<file path="src/rtl/gdp_cfg.svh">
// Purpose: constants for the dual gpio port control block
// Assumes: classic wishbone, 32-bit data, byte addresses = 4 x register index
// Notes: every offset, mode enable bit and 8-bit register reset value lives here; trigger field positions are in the top module
// Functional notes
// RULE1: port1 pull-up bit connects pin pull-up
// RULE2: input-select bits 7:6 gate digital reads
// RULE3: input-select bits 5:0 pick analog/digital
// RULE4: port2 data readable writable, unknown reset
// RULE5: port2 direction bit: 0 input, 1 output
// RULE6: port2 pull-up bit connects pin pull-up
// RULE7: buzzer enable routes buzzer to pin seven
// RULE8: pulse-density enable routes to pin two
// RULE9: irq one trigger: fall, rise, change
// RULE10: irq zero trigger uses same encoding
// RULE11: open-drain bits pins four, three, reset set
// RULE12: control registers clear at reset
// RULE13: mode bits six, five read zero
// RULE14: data write held in output flop
// RULE15: external irqs need their enable bits
// RULE16: open-drain drives low or releases line
`ifndef GDP_CFG_SVH
`define GDP_CFG_SVH
// =====================================================
// register indices (byte address is four times these)
`define GDP_IDX_P1_PU 8'h22
`define GDP_IDX_P1_INSEL 8'h23
`define GDP_IDX_P2_DATA 8'h24
`define GDP_IDX_P2_DIR 8'h25
`define GDP_IDX_P2_PU 8'h26
`define GDP_IDX_P2_MODE 8'h27
`define GDP_IDX_P2_OD 8'h37
`define GDP_IDX_IRQ_EN 8'h38
`define GDP_IDX_IRQ_STAT 8'h39
`define GDP_IDX_IRQ_MASK 8'h3a
`define GDP_IDX_P1_IN 8'h3b
// =====================================================
// field positions and masks
`define GDP_MODE_BUZ 7
`define GDP_MODE_PDM 4
`define GDP_MODE_WMASK 8'h9f
`define GDP_OD_WMASK 8'h18
`define GDP_P1_DIG_MASK 8'h3f
// =====================================================
// reset values
`define GDP_RST_ZERO 8'h00
`define GDP_RST_OD 8'h18
// pads released while in reset, direction clears to input
`define GDP_RST_OE_N 8'hff
// =====================================================
// trigger codes
`define GDP_TRIG_FALL 2'h0
`define GDP_TRIG_RISE 2'h1
`endif

</file>
<file path="src/rtl/gdp_pkg.sv">
// Purpose: types for the dual gpio port control block
// Assumes: 8-bit ports
// Notes: constants live in gdp_cfg.svh
package gdp_pkg;
  // =====================================================
  // register bank
  typedef struct packed {
    logic [7:0] p1_pu;
    logic [7:0] p1_insel;
    logic [7:0] p2_data;
    logic [7:0] p2_dir;
    logic [7:0] p2_pu;
    logic [7:0] p2_mode;
    logic [7:0] p2_od;
    logic [1:0] irq_en;
    logic [1:0] irq_stat;
    logic [1:0] irq_mask;
  } gdp_regs_t;
  // pad control towards one port
  typedef struct packed {
    logic [7:0] out;
    logic [7:0] oe_n;
    logic [7:0] pu;
  } gdp_pad_t;
  // edge detector state
  typedef struct packed {
    logic prev;
    logic prim;
  } gdp_edge_t;
  // bus slave state
  typedef struct packed {
    logic ack;
    logic [31:0] dat;
  } gdp_bus_t;
endpackage

</file>
<file path="src/rtl/gdp_top.sv">
// Purpose: two 8-bit gpio ports with wishbone register access
// Assumes: pins synchronous to clk_i, 200 MHz single clock
// Notes: port1 data and direction live outside; only its pulls and gating here
`timescale 1ns/1ps
`include "gdp_cfg.svh"
module gdp_top
(
  input wire logic clk_i,
  input wire logic rst_i,
  input wire logic wb_cyc_i,
  input wire logic wb_stb_i,
  input wire logic wb_we_i,
  input wire logic [7:0] wb_adr_i,
  input wire logic [3:0] wb_sel_i,
  input wire logic [31:0] wb_dat_i,
  output logic [31:0] wb_dat_o,
  output logic wb_ack_o,
  input wire logic [7:0] p1_pin_i,
  output logic [7:0] p1_pu_o,
  output logic [7:0] p1_dig_en_o,
  output logic [7:0] p1_rd_o,
  input wire logic [7:0] p2_pin_i,
  output logic [7:0] p2_out_o,
  output logic [7:0] p2_oe_n_o,
  output logic [7:0] p2_pu_o,
  input wire logic buz_i,
  input wire logic pdm_i,
  output logic irq_o
);
  // =====================================================
  // state
  gdp_pkg::gdp_regs_t rg;
  gdp_pkg::gdp_regs_t next_rg;
  gdp_pkg::gdp_bus_t bs;
  gdp_pkg::gdp_bus_t next_bs;
  gdp_pkg::gdp_pad_t pd;
  gdp_pkg::gdp_pad_t next_pd;
  logic [7:0] next_p1_pu;
  logic [7:0] next_p1_dig;
  logic [7:0] next_p1_rd;
  logic next_irq;
  logic [7:0] p1_pu_q;
  logic [7:0] p1_dig_q;
  logic [7:0] p1_rd_q;
  logic irq_q;
  // bus decode
  logic req;
  logic wr;
  logic rd;
  logic [7:0] idx;
  logic [7:0] wbyte;
  // trigger hits and muxed pad values
  logic [1:0] hit;
  logic [7:0] mux_out;
  logic [7:0] mux_oe_n;
  // =====================================================
  // external interrupt detectors
  gdp_edge_det u_irq0
  (
    .clk_i(clk_i),
    .rst_i(rst_i),
    .pin_i(p2_pin_i[0]),
    // RULE10: same coding for irq zero
    .mode_i(rg.p2_mode[1:0]),
    .hit_o(hit[0])
  );
  gdp_edge_det u_irq1
  (
    .clk_i(clk_i),
    .rst_i(rst_i),
    .pin_i(p2_pin_i[1]),
    .mode_i(rg.p2_mode[3:2]),
    .hit_o(hit[1])
  );
  // =====================================================
  // port2 pad mux
  gdp_pin_mux u_mux
  (
    .data_i(rg.p2_data),
    .dir_i(rg.p2_dir),
    .od_i(rg.p2_od & `GDP_OD_WMASK),
    .buz_en_i(rg.p2_mode[`GDP_MODE_BUZ]),
    .pdm_en_i(rg.p2_mode[`GDP_MODE_PDM]),
    .buz_i(buz_i),
    .pdm_i(pdm_i),
    .out_o(mux_out),
    .oe_n_o(mux_oe_n)
  );
  // =====================================================
  // bus decode: one word per register, low byte used
  always_comb
  begin
    // new request only while no ack is out, so one ack per cycle
    req = wb_cyc_i & wb_stb_i & ~bs.ack;
    wr = req & wb_we_i & wb_sel_i[0];
    rd = req & ~wb_we_i;
    idx = wb_adr_i[7:2] == 6'h00 ? 8'h00 : {2'h0, wb_adr_i[7:2]};
    wbyte = wb_dat_i[7:0];
  end
  // register bank next state
  always_comb
  begin
    next_rg = rg;
    next_bs.ack = req;
    next_bs.dat = 32'h0000_0000;
    // read mux; unmapped reads return zero
    if (rd)
    begin
      case (idx)
        `GDP_IDX_P1_PU: next_bs.dat[7:0] = rg.p1_pu;
        `GDP_IDX_P1_INSEL: next_bs.dat[7:0] = rg.p1_insel;
        // RULE4: data readback
        `GDP_IDX_P2_DATA: next_bs.dat[7:0] = rg.p2_data;
        `GDP_IDX_P2_DIR: next_bs.dat[7:0] = rg.p2_dir;
        `GDP_IDX_P2_PU: next_bs.dat[7:0] = rg.p2_pu;
        // RULE13: unused mode bits read zero
        `GDP_IDX_P2_MODE: next_bs.dat[7:0] = rg.p2_mode & `GDP_MODE_WMASK;
        `GDP_IDX_P2_OD: next_bs.dat[7:0] = rg.p2_od & `GDP_OD_WMASK;
        `GDP_IDX_IRQ_EN: next_bs.dat[1:0] = rg.irq_en;
        `GDP_IDX_IRQ_STAT: next_bs.dat[1:0] = rg.irq_stat;
        `GDP_IDX_IRQ_MASK: next_bs.dat[1:0] = rg.irq_mask;
        // gated digital view of port1
        `GDP_IDX_P1_IN: next_bs.dat[7:0] = p1_pin_i & p1_rd_q;
        default: next_bs.dat = 32'h0000_0000;
      endcase
    end
    // writes
    if (wr)
    begin
      case (idx)
        // RULE1: port1 pull-up enables
        `GDP_IDX_P1_PU: next_rg.p1_pu = wbyte;
        // RULE2: port1 read gating and analog select
        `GDP_IDX_P1_INSEL: next_rg.p1_insel = wbyte;
        // RULE14: data latched until rewritten
        `GDP_IDX_P2_DATA: next_rg.p2_data = wbyte;
        `GDP_IDX_P2_DIR: next_rg.p2_dir = wbyte;
        `GDP_IDX_P2_PU: next_rg.p2_pu = wbyte;
        // RULE13: ignore writes to unused mode bits
        `GDP_IDX_P2_MODE: next_rg.p2_mode = wbyte & `GDP_MODE_WMASK;
        // RULE11: open-drain select bits
        `GDP_IDX_P2_OD: next_rg.p2_od = wbyte & `GDP_OD_WMASK;
        `GDP_IDX_IRQ_EN: next_rg.irq_en = wbyte[1:0];
        `GDP_IDX_IRQ_MASK: next_rg.irq_mask = wbyte[1:0];
        default: next_rg = next_rg;
      endcase
    end
    // status clears on read; a new hit in the same cycle wins
    if (rd && idx == `GDP_IDX_IRQ_STAT)
      next_rg.irq_stat = 2'h0;
    // RULE15: only enabled pins latch status
    next_rg.irq_stat = next_rg.irq_stat | (hit & rg.irq_en);
  end
  // pad and output next values
  always_comb
  begin
    next_pd.out = mux_out;
    next_pd.oe_n = mux_oe_n;
    // RULE6: port2 pull-ups
    next_pd.pu = rg.p2_pu;
    next_p1_pu = rg.p1_pu;
    // RULE3: low six bits mark digital channels
    next_p1_dig = rg.p1_insel & `GDP_P1_DIG_MASK;
    // digital read gate: bits 7:6 plain enable, 5:0 digital mode
    next_p1_rd = rg.p1_insel;
    next_irq = |(rg.irq_stat & rg.irq_mask);
  end
  // =====================================================
  // registers
  always_ff @(posedge clk_i)
  begin
    if (rst_i)
    begin
      // RULE12: control registers clear, open drain set
      rg.p1_pu <= `GDP_RST_ZERO;
      rg.p1_insel <= `GDP_RST_ZERO;
      rg.p2_dir <= `GDP_RST_ZERO;
      rg.p2_pu <= `GDP_RST_ZERO;
      rg.p2_mode <= `GDP_RST_ZERO;
      rg.p2_od <= `GDP_RST_OD;
      rg.irq_en <= 2'h0;
      rg.irq_stat <= 2'h0;
      rg.irq_mask <= 2'h0;
      bs <= '0;
      // RULE5: direction clears to input, so no pad is driven in reset
      pd.out <= `GDP_RST_ZERO;
      pd.oe_n <= `GDP_RST_OE_N;
      pd.pu <= `GDP_RST_ZERO;
      p1_pu_q <= `GDP_RST_ZERO;
      p1_dig_q <= `GDP_RST_ZERO;
      p1_rd_q <= `GDP_RST_ZERO;
      irq_q <= 1'b0;
    end
    else
    begin
      rg.p1_pu <= next_rg.p1_pu;
      rg.p1_insel <= next_rg.p1_insel;
      rg.p2_dir <= next_rg.p2_dir;
      rg.p2_pu <= next_rg.p2_pu;
      rg.p2_mode <= next_rg.p2_mode;
      rg.p2_od <= next_rg.p2_od;
      rg.irq_en <= next_rg.irq_en;
      rg.irq_stat <= next_rg.irq_stat;
      rg.irq_mask <= next_rg.irq_mask;
      bs <= next_bs;
      pd <= next_pd;
      p1_pu_q <= next_p1_pu;
      p1_dig_q <= next_p1_dig;
      p1_rd_q <= next_p1_rd;
      irq_q <= next_irq;
    end
  end
  // data register has no reset, power-on value is unknown
  always_ff @(posedge clk_i)
  begin
    rg.p2_data <= next_rg.p2_data;
  end
  // =====================================================
  // outputs straight from flops
  assign wb_ack_o = bs.ack;
  assign wb_dat_o = bs.dat;
  assign p1_pu_o = p1_pu_q;
  assign p1_dig_en_o = p1_dig_q;
  assign p1_rd_o = p1_rd_q;
  assign p2_out_o = pd.out;
  assign p2_oe_n_o = pd.oe_n;
  assign p2_pu_o = pd.pu;
  assign irq_o = irq_q;
endmodule

</file>
<file path="src/rtl/gdp_edge_det.sv">
// Purpose: trigger detector for one external interrupt pin
// Assumes: pin already synchronous to clk_i
// Notes: first sample after reset never fires
`timescale 1ns/1ps
`include "gdp_cfg.svh"
module gdp_edge_det
(
  input wire logic clk_i,
  input wire logic rst_i,
  input wire logic pin_i,
  input wire logic [1:0] mode_i,
  output logic hit_o
);
  // =====================================================
  // state
  gdp_pkg::gdp_edge_t st;
  gdp_pkg::gdp_edge_t next_st;
  logic fall;
  logic rise;
  // edge decode; primed flag blocks a bogus edge from reset value
  always_comb
  begin
    next_st.prev = pin_i;
    next_st.prim = 1'b1;
    fall = st.prim & st.prev & ~pin_i;
    rise = st.prim & ~st.prev & pin_i;
    // RULE9: trigger mode decode
    case (mode_i)
      `GDP_TRIG_FALL: hit_o = fall;
      `GDP_TRIG_RISE: hit_o = rise;
      default: hit_o = fall | rise;
    endcase
  end
  // register
  always_ff @(posedge clk_i)
  begin
    if (rst_i)
      st <= '0;
    else
      st <= next_st;
  end
endmodule

</file>
<file path="src/rtl/gdp_pin_mux.sv">
// Purpose: port2 output mux: alternates, direction, open drain
// Assumes: buzzer and pulse-density signals come from outside
// Notes: oe_n low means the pad is driven
`timescale 1ns/1ps
`include "gdp_cfg.svh"
module gdp_pin_mux
(
  input wire logic [7:0] data_i,
  input wire logic [7:0] dir_i,
  input wire logic [7:0] od_i,
  input wire logic buz_en_i,
  input wire logic pdm_en_i,
  input wire logic buz_i,
  input wire logic pdm_i,
  output logic [7:0] out_o,
  output logic [7:0] oe_n_o
);
  logic [7:0] val;
  logic [7:0] drv;
  // per-pin selection
  always_comb
  begin
    val = data_i;
    drv = dir_i;
    // RULE7: buzzer takes pin seven
    if (buz_en_i)
    begin
      val[7] = buz_i;
      drv[7] = 1'b1;
    end
    // RULE8: pulse density takes pin two
    if (pdm_en_i)
    begin
      val[2] = pdm_i;
      drv[2] = 1'b1;
    end
  end
  // open drain handling per pin
  genvar g;
  generate
    for (g = 0; g < 8; g++)
    begin : g_pin
      // RULE16: drive low, release on one
      assign out_o[g] = od_i[g] ? 1'b0 : val[g];
      // RULE5: direction enables the driver
      assign oe_n_o[g] = ~(drv[g] & (~od_i[g] | ~val[g]));
    end
  endgenerate
endmodule

</file>
<file path="config.mk">
export PLATFORM = sky130hd
export DESIGN_NAME = gdp_top
export DESIGN_NICKNAME = d
export VERILOG_FILES = /design/src/rtl/gdp_pkg.sv /design/src/rtl/gdp_top.sv /design/src/rtl/gdp_edge_det.sv /design/src/rtl/gdp_pin_mux.sv
export VERILOG_INCLUDE_DIRS = /design/src /design/src/rtl
export SDC_FILE = /design/constraint.sdc
export NUM_CORES = 1
export LEC_CHECK = 0
export BUFFER_PORTS_ARGS = -buffer_cell sky130_fd_sc_hd__buf_2
export CAP_MARGIN = 20
export CORE_ASPECT_RATIO = 1.2
export CORE_MARGIN = 2
export CORE_UTILIZATION = 40
export DETAILED_ROUTE_END_ITERATION = 16
export GPL_TIMING_DRIVEN = 1
export PLACE_DENSITY_LB_ADDON = 0.1
export SLEW_MARGIN = 0
export SYNTH_ARGS = -nofsm -noshare
export SYNTH_HDL_FRONTEND = slang
export SYNTH_SLANG_ARGS = --single-unit
</file>
<file path="constraint.sdc">
create_clock -name clk_i -period 2 [get_ports clk_i]
set_input_delay 0.2 -clock clk_i [delete_from_list [all_inputs] [get_ports clk_i]]
set_output_delay 0.2 -clock clk_i [all_outputs]
set_load 0.005 [all_outputs]
</file>
# Word-level counts from Yosys, hierarchy flattened
# Index checks and enable logic that the tools add are counted.
dict set report totals {
  word_cells 111
  input_bits 67
  reg_bits 140
}
dict set report op_classes {
  n_eq_ne 13
  n_bitwise 42
  n_mux 12
  n_reduce_logical 17
}
# op count
set ops {}
lappend ops {{$eq A6 B6 Y1 const B} 11}
lappend ops {{$pmux W6 S8} 1}
lappend ops {{$pmux W2 S10} 1}
lappend ops {{$not A1 Y1} 19}
lappend ops {{$reduce_and A2 Y1} 9}
lappend ops {{$and A1 B1 Y1} 15}
lappend ops {{$and A8 B8 Y8} 1}
lappend ops {{$reduce_or A2 Y1} 4}
lappend ops {{$logic_not A6 Y1} 1}
lappend ops {{$mux W1} 6}
lappend ops {{$mux W6} 1}
lappend ops {{$and A2 B2 Y2} 2}
lappend ops {{$eq A2 B1 Y1 const B} 2}
lappend ops {{$logic_not A2 Y1} 2}
lappend ops {{$or A1 B1 Y1} 4}
lappend ops {{$pmux W1 S2} 2}
lappend ops {{$mux W2} 1}
lappend ops {{$or A2 B2 Y2} 1}
lappend ops {{$logic_and A1 B1 Y1} 1}

# Depth between registers and ports, before layout
dict set report logic_depth {
  ltp_word 7
  depth_mapped 7
  ltp_nobuf 4
}

# Modules after synthesis
# A second synthesis with hierarchy kept.
dict set report unflattened {
  hier_cells 429
  hier_area_um2 4450.5
}
# module instances cells_each area_per_inst_um2 seq_area_each_um2
set by_module_without_submodules {}
lappend by_module_without_submodules {gdp_top 1 383 4142.7 2162.1}
lappend by_module_without_submodules {gdp_edge_det 2 9 81.3 40.0}
lappend by_module_without_submodules {gdp_pin_mux 1 28 145.1 0.0}

# Worst setup path after synthesis
# No wires, ideal clock.
dict set report synth_timing {
  path_type {flip-flop to flip-flop}
  startpoint {reg bs (netlist bit wb_ack_o)}
  endpoint {reg rg[38] in the netlist's numbering, enable pin}
  synth_period_minus_slack_ns 2.150
  n_path_buf 1
  arrival_ns 1.755
  slack_ns -0.150
  path_stages_with_launch 4
  cell_sequence {dfxtp_1 nand3b_1 buf_2 nor4_1}
}
dict set report synth_between {
  elab_chain_cells 5
}
# element line
set synth_rtl {}
lappend synth_rtl {{start: declaration} gdp_top.sv:34} ;# gdp_pkg::gdp_bus_t bs;
lappend synth_rtl {{start signal: assignment} gdp_top.sv:205} ;# bs <= next_bs;
lappend synth_rtl {{$not A1 Y1} gdp_top.sv:94} ;# req = wb_cyc_i & wb_stb_i & ~bs.ack;
lappend synth_rtl {{$and A1 B1 Y1} gdp_top.sv:94}
lappend synth_rtl {{$and A1 B1 Y1 (2 in a row)} gdp_top.sv:95} ;# wr = req & wb_we_i & wb_sel_i[0];
lappend synth_rtl {{$reduce_and A2 Y1 (no line)} n/a}
lappend synth_rtl {{end: declaration} gdp_top.sv:32} ;# gdp_pkg::gdp_regs_t rg;
# Every way passes these cells.
# A chain may end at the register's enable or synchronous reset.

# Worst setup path after layout
dict set report layout_timing {
  startpoint {reg bs (netlist bit wb_ack_o)}
  endpoint {reg rg (netlist bit next_pd[6])}
}
# Same word-level chain as after synthesis.

==> flow_summary.yaml <==
status:
  outcome: "completed"
die:
  starting_density: 0.409
  fp.dieH_um: 118
  core_region_area_um2: 10500
  die_area_um2: 11600
  num_rows: 41
  die_x_extent_um: 98.6
  boundaryPins: 149
critical_path:
  kind_of_critical_path: "flop to flop"
  worst_setup_path_start_kind: "flop"
  critPathArrivalTime_ns: 1.83
  critical_path.max_fanout: 12
  required_time_reported_for_the_critical_path_endpoint_ns: 2.21
  cp-end-kind: "flop"
route:
  vias_per_cell: 4.91
  initial_detailed_routing_violation_count: 138
  number_of_optimization_iterations_in_the_first_detailed_route_pass: 4
  wirelength_um: 10100
  drt_drc_violations_left: 0
  drt.antenna.violating_nets: 0
  routed-via-count: 3147
  wirelength_per_cell_um: 15.7
finish:
  design.final.nets: 574
  final_design_area_no_fill_um2: 5200
  antenna_cells: 0
  drive_above_1_share: 0.277
  area_growth_pct: 21.0
  n_fill_cell: 1023
  layout.cells.non_filler: 641
placement:
  dpl_cell_area_um2: 4880
  io_buffer_count: 87
  gp_routability_congestion: 0.814
  placed_cells_incl_taps: 625
  place.detailed.hpwl_um: 7300
clock_network:
  tritoncts.num_buffers: 9
  numClockSinks: 107
  cts.htree.levels: 3
  cts_tree: "built"
  cts.repair_timing.setup_buffer_count: 0
  clockRootBuffer: "sky130_fd_sc_hd__clkbuf_16"
  cts_repair_resize_count: 0
  max-clock-path-buffers: 2
  clk_pin_slew_ns: 0.07
  cts.hold.buffers_added: 0
  clock_latency_ns: 0.34
synthesis:
  main_combinational_cell_family_by_area_after_synthesis: "simple AND/OR/NAND/NOR gates"
  synth_simple_gate_area_frac: 0.191
  synth-compound-area-share: 0.0666
  synth_fa_ha_area_frac: 0
  yosysSeqAreaShare: 0.517
  post_synth.cell_area_avg_um2: 10.5
  synth_edf_count: 8
  asyncSetResetFlopFracSynth: 0
  synth_top_cell_area_share: 0.461
  post_synth_inst_count: 408
  synth_xor_area_frac: 0.00407
  primary_ff_master_synth: "sky130_fd_sc_hd__dfxtp_1"
  synth.area.top_cells: "sky130_fd_sc_hd__dfxtp_1, sky130_fd_sc_hd__mux2i_1, sky130_fd_sc_hd__buf_4"
  count_of_different_cell_masters_after_synthesis: 43
  synth.area.mux_share: 0.142
  synth.ff_latch_count: 107
  synth-warning-count: 0
  netlist_top_cells_count: "sky130_fd_sc_hd__dfxtp_1, sky130_fd_sc_hd__nor2_1, sky130_fd_sc_hd__mux2i_1"
  netlist.top_cell.by_area: "sky130_fd_sc_hd__dfxtp_1"
  syn_area_um2: 4300
  post-synth-top-count-cell: "sky130_fd_sc_hd__dfxtp_1"
timing:
  final_max_slew_viol_count: 0
  fmax_mhz: 618
  post-route-min-period_ns: 1.62
  grt_setup_unrepaired: "no"
  fin_hold_ws_ns: 0.106
  finalCritPeriodShare: 0.809
  final_hold_viol_count: 0
  setup_viol: 0
  fin_worst_skew_ns: 0.00552
  fin_setup_tns_ns: 0
power_and_ir_drop:
  power_leakage_nw: 2.10
  irDropWorstVdd_uv: 337
  tot_pwr_mw: 4.20
  power.density_nw_per_um2: 807
hold_path:
  timing.hold.worst.class: "primary input to flop"
global_routing:
  antenna_found_initial: 0
  grt_overflow: 0
  first_global_vias: 3078
  global_route_wire_length_before_repair_um: 16200
  globalRouteTotalUtil: 0.178
  grt_max_degree: 46
run:
  cap_viol_max_count: 0
-- cell type report --
cell class | count | area [µm²] | area share
clock buffers | 15 | 288 | 0.0553
repair buffers | 115 | 646 | 0.124
flip-flops and latches | 107 | 2220 | 0.427
clock inverters | 1 | 30.0 | 0.00577
inverters | 4 | 15.0 | 0.00289
well taps | 129 | 161 | 0.0310
multi-input cells | 270 | 1840 | 0.354
-- sequential cells by signal (all words and copies together), names as in the netlist --
signal and cells:
p1_dig_en_o 5, p2_out_o 8, u_irq0.st 2, next_p1_pu 8, p2_oe_n_o 8, p2_pu_o 8, u_irq1.st 1, irq_o 1
rg 30, p1_pu_o 8, next_p1_rd 8, wb_dat_o 8, wb_ack_o 1, p1_rd_o 3, next_pd 8
-- logic make-up (layout without fill, tap and decap cells) --
logic type,after synthesis,count (layout)
other cells,1,26
flops,107,107
compound gates,43,43
mux,56,56
buf+inv,56,135
simple gates,143,143
xor+xnor,2,2
-- critical path, cell delays in order (launching register included) --
cell                       delay [ns]
sky130_fd_sc_hd__dfxtp_1         0.31
sky130_fd_sc_hd__nand3b_1        0.14
sky130_fd_sc_hd__buf_4           0.21
sky130_fd_sc_hd__nor4_4          0.28
sky130_fd_sc_hd__buf_4           0.28
sky130_fd_sc_hd__mux2i_1         0.21
sky130_fd_sc_hd__nor2_1          0.05
-- per-layer routing --
layer  GRT usage  share of wire
met5           0              0
met4      0.0608          0.011
met3      0.0321          0.041
met2       0.292           0.49
met1       0.237           0.46
-- through the flow --
stage / utilization / setup WS (ns)
after CTS: 0.495 / 0.340
after global placement: 0.464 / 0.204
after detailed placement: 0.464 / 0.183
after global routing: 0.495 / 0.270
after floorplan: - / 0.162
final: 0.495 / 0.382
-- layout by cell type, fill, tap and decap left out, types with 2 or more instances in the layout --
cell	netlist	routed
sky130_fd_sc_hd__a21oi_1	14	14
sky130_fd_sc_hd__a222oi_1	4	4
sky130_fd_sc_hd__a22oi_1	4	4
sky130_fd_sc_hd__a31oi_1	4	4
sky130_fd_sc_hd__a32oi_1	2	2
sky130_fd_sc_hd__buf_2	5	87
sky130_fd_sc_hd__buf_4	32	28
sky130_fd_sc_hd__clkbuf_1	11	2
sky130_fd_sc_hd__clkbuf_16	0	9
sky130_fd_sc_hd__clkbuf_8	0	4
sky130_fd_sc_hd__conb_1	1	26
sky130_fd_sc_hd__dfxtp_1	99	99
sky130_fd_sc_hd__edfxtp_1	8	8
sky130_fd_sc_hd__inv_1	4	4
sky130_fd_sc_hd__mux2i_1	51	51
sky130_fd_sc_hd__mux4_2	4	4
sky130_fd_sc_hd__nand2_1	16	16
sky130_fd_sc_hd__nand2b_1	4	4
sky130_fd_sc_hd__nand3_1	9	9
sky130_fd_sc_hd__nand3b_1	6	6
sky130_fd_sc_hd__nand4_1	2	2
sky130_fd_sc_hd__nand4b_1	2	2
sky130_fd_sc_hd__nand4bb_1	2	2
sky130_fd_sc_hd__nor2_1	53	53
sky130_fd_sc_hd__nor2b_1	30	30
sky130_fd_sc_hd__nor3b_1	4	4
sky130_fd_sc_hd__nor4_1	4	3
sky130_fd_sc_hd__nor4_4	5	5
sky130_fd_sc_hd__o211ai_1	2	2
sky130_fd_sc_hd__o21ai_0	5	5
sky130_fd_sc_hd__o21bai_1	3	3
sky130_fd_sc_hd__o2bb2ai_1	2	2
-- final timing paths --
kind                     from            to  slack (ns)  depth (start not counted)
hold reg to reg        rg[33]  p2_oe_n_o[3]        0.41                          1
setup / recovery     wb_ack_o    next_pd[6]        0.38                          6
setup reg to reg     wb_ack_o    next_pd[6]        0.38                          6
hold / removal    p2_pin_i[0]  u_irq0.st[1]        0.11                          2
-- power by group --
part / internal (mW) / switching, mW
registers: 2.16 / 0.00344
logic: 0.0676 / 0.140
clock network: 1.11 / 0.715
total: 3.34 / 0.858
No activity file was read; power rests on OpenSTA's default activity.
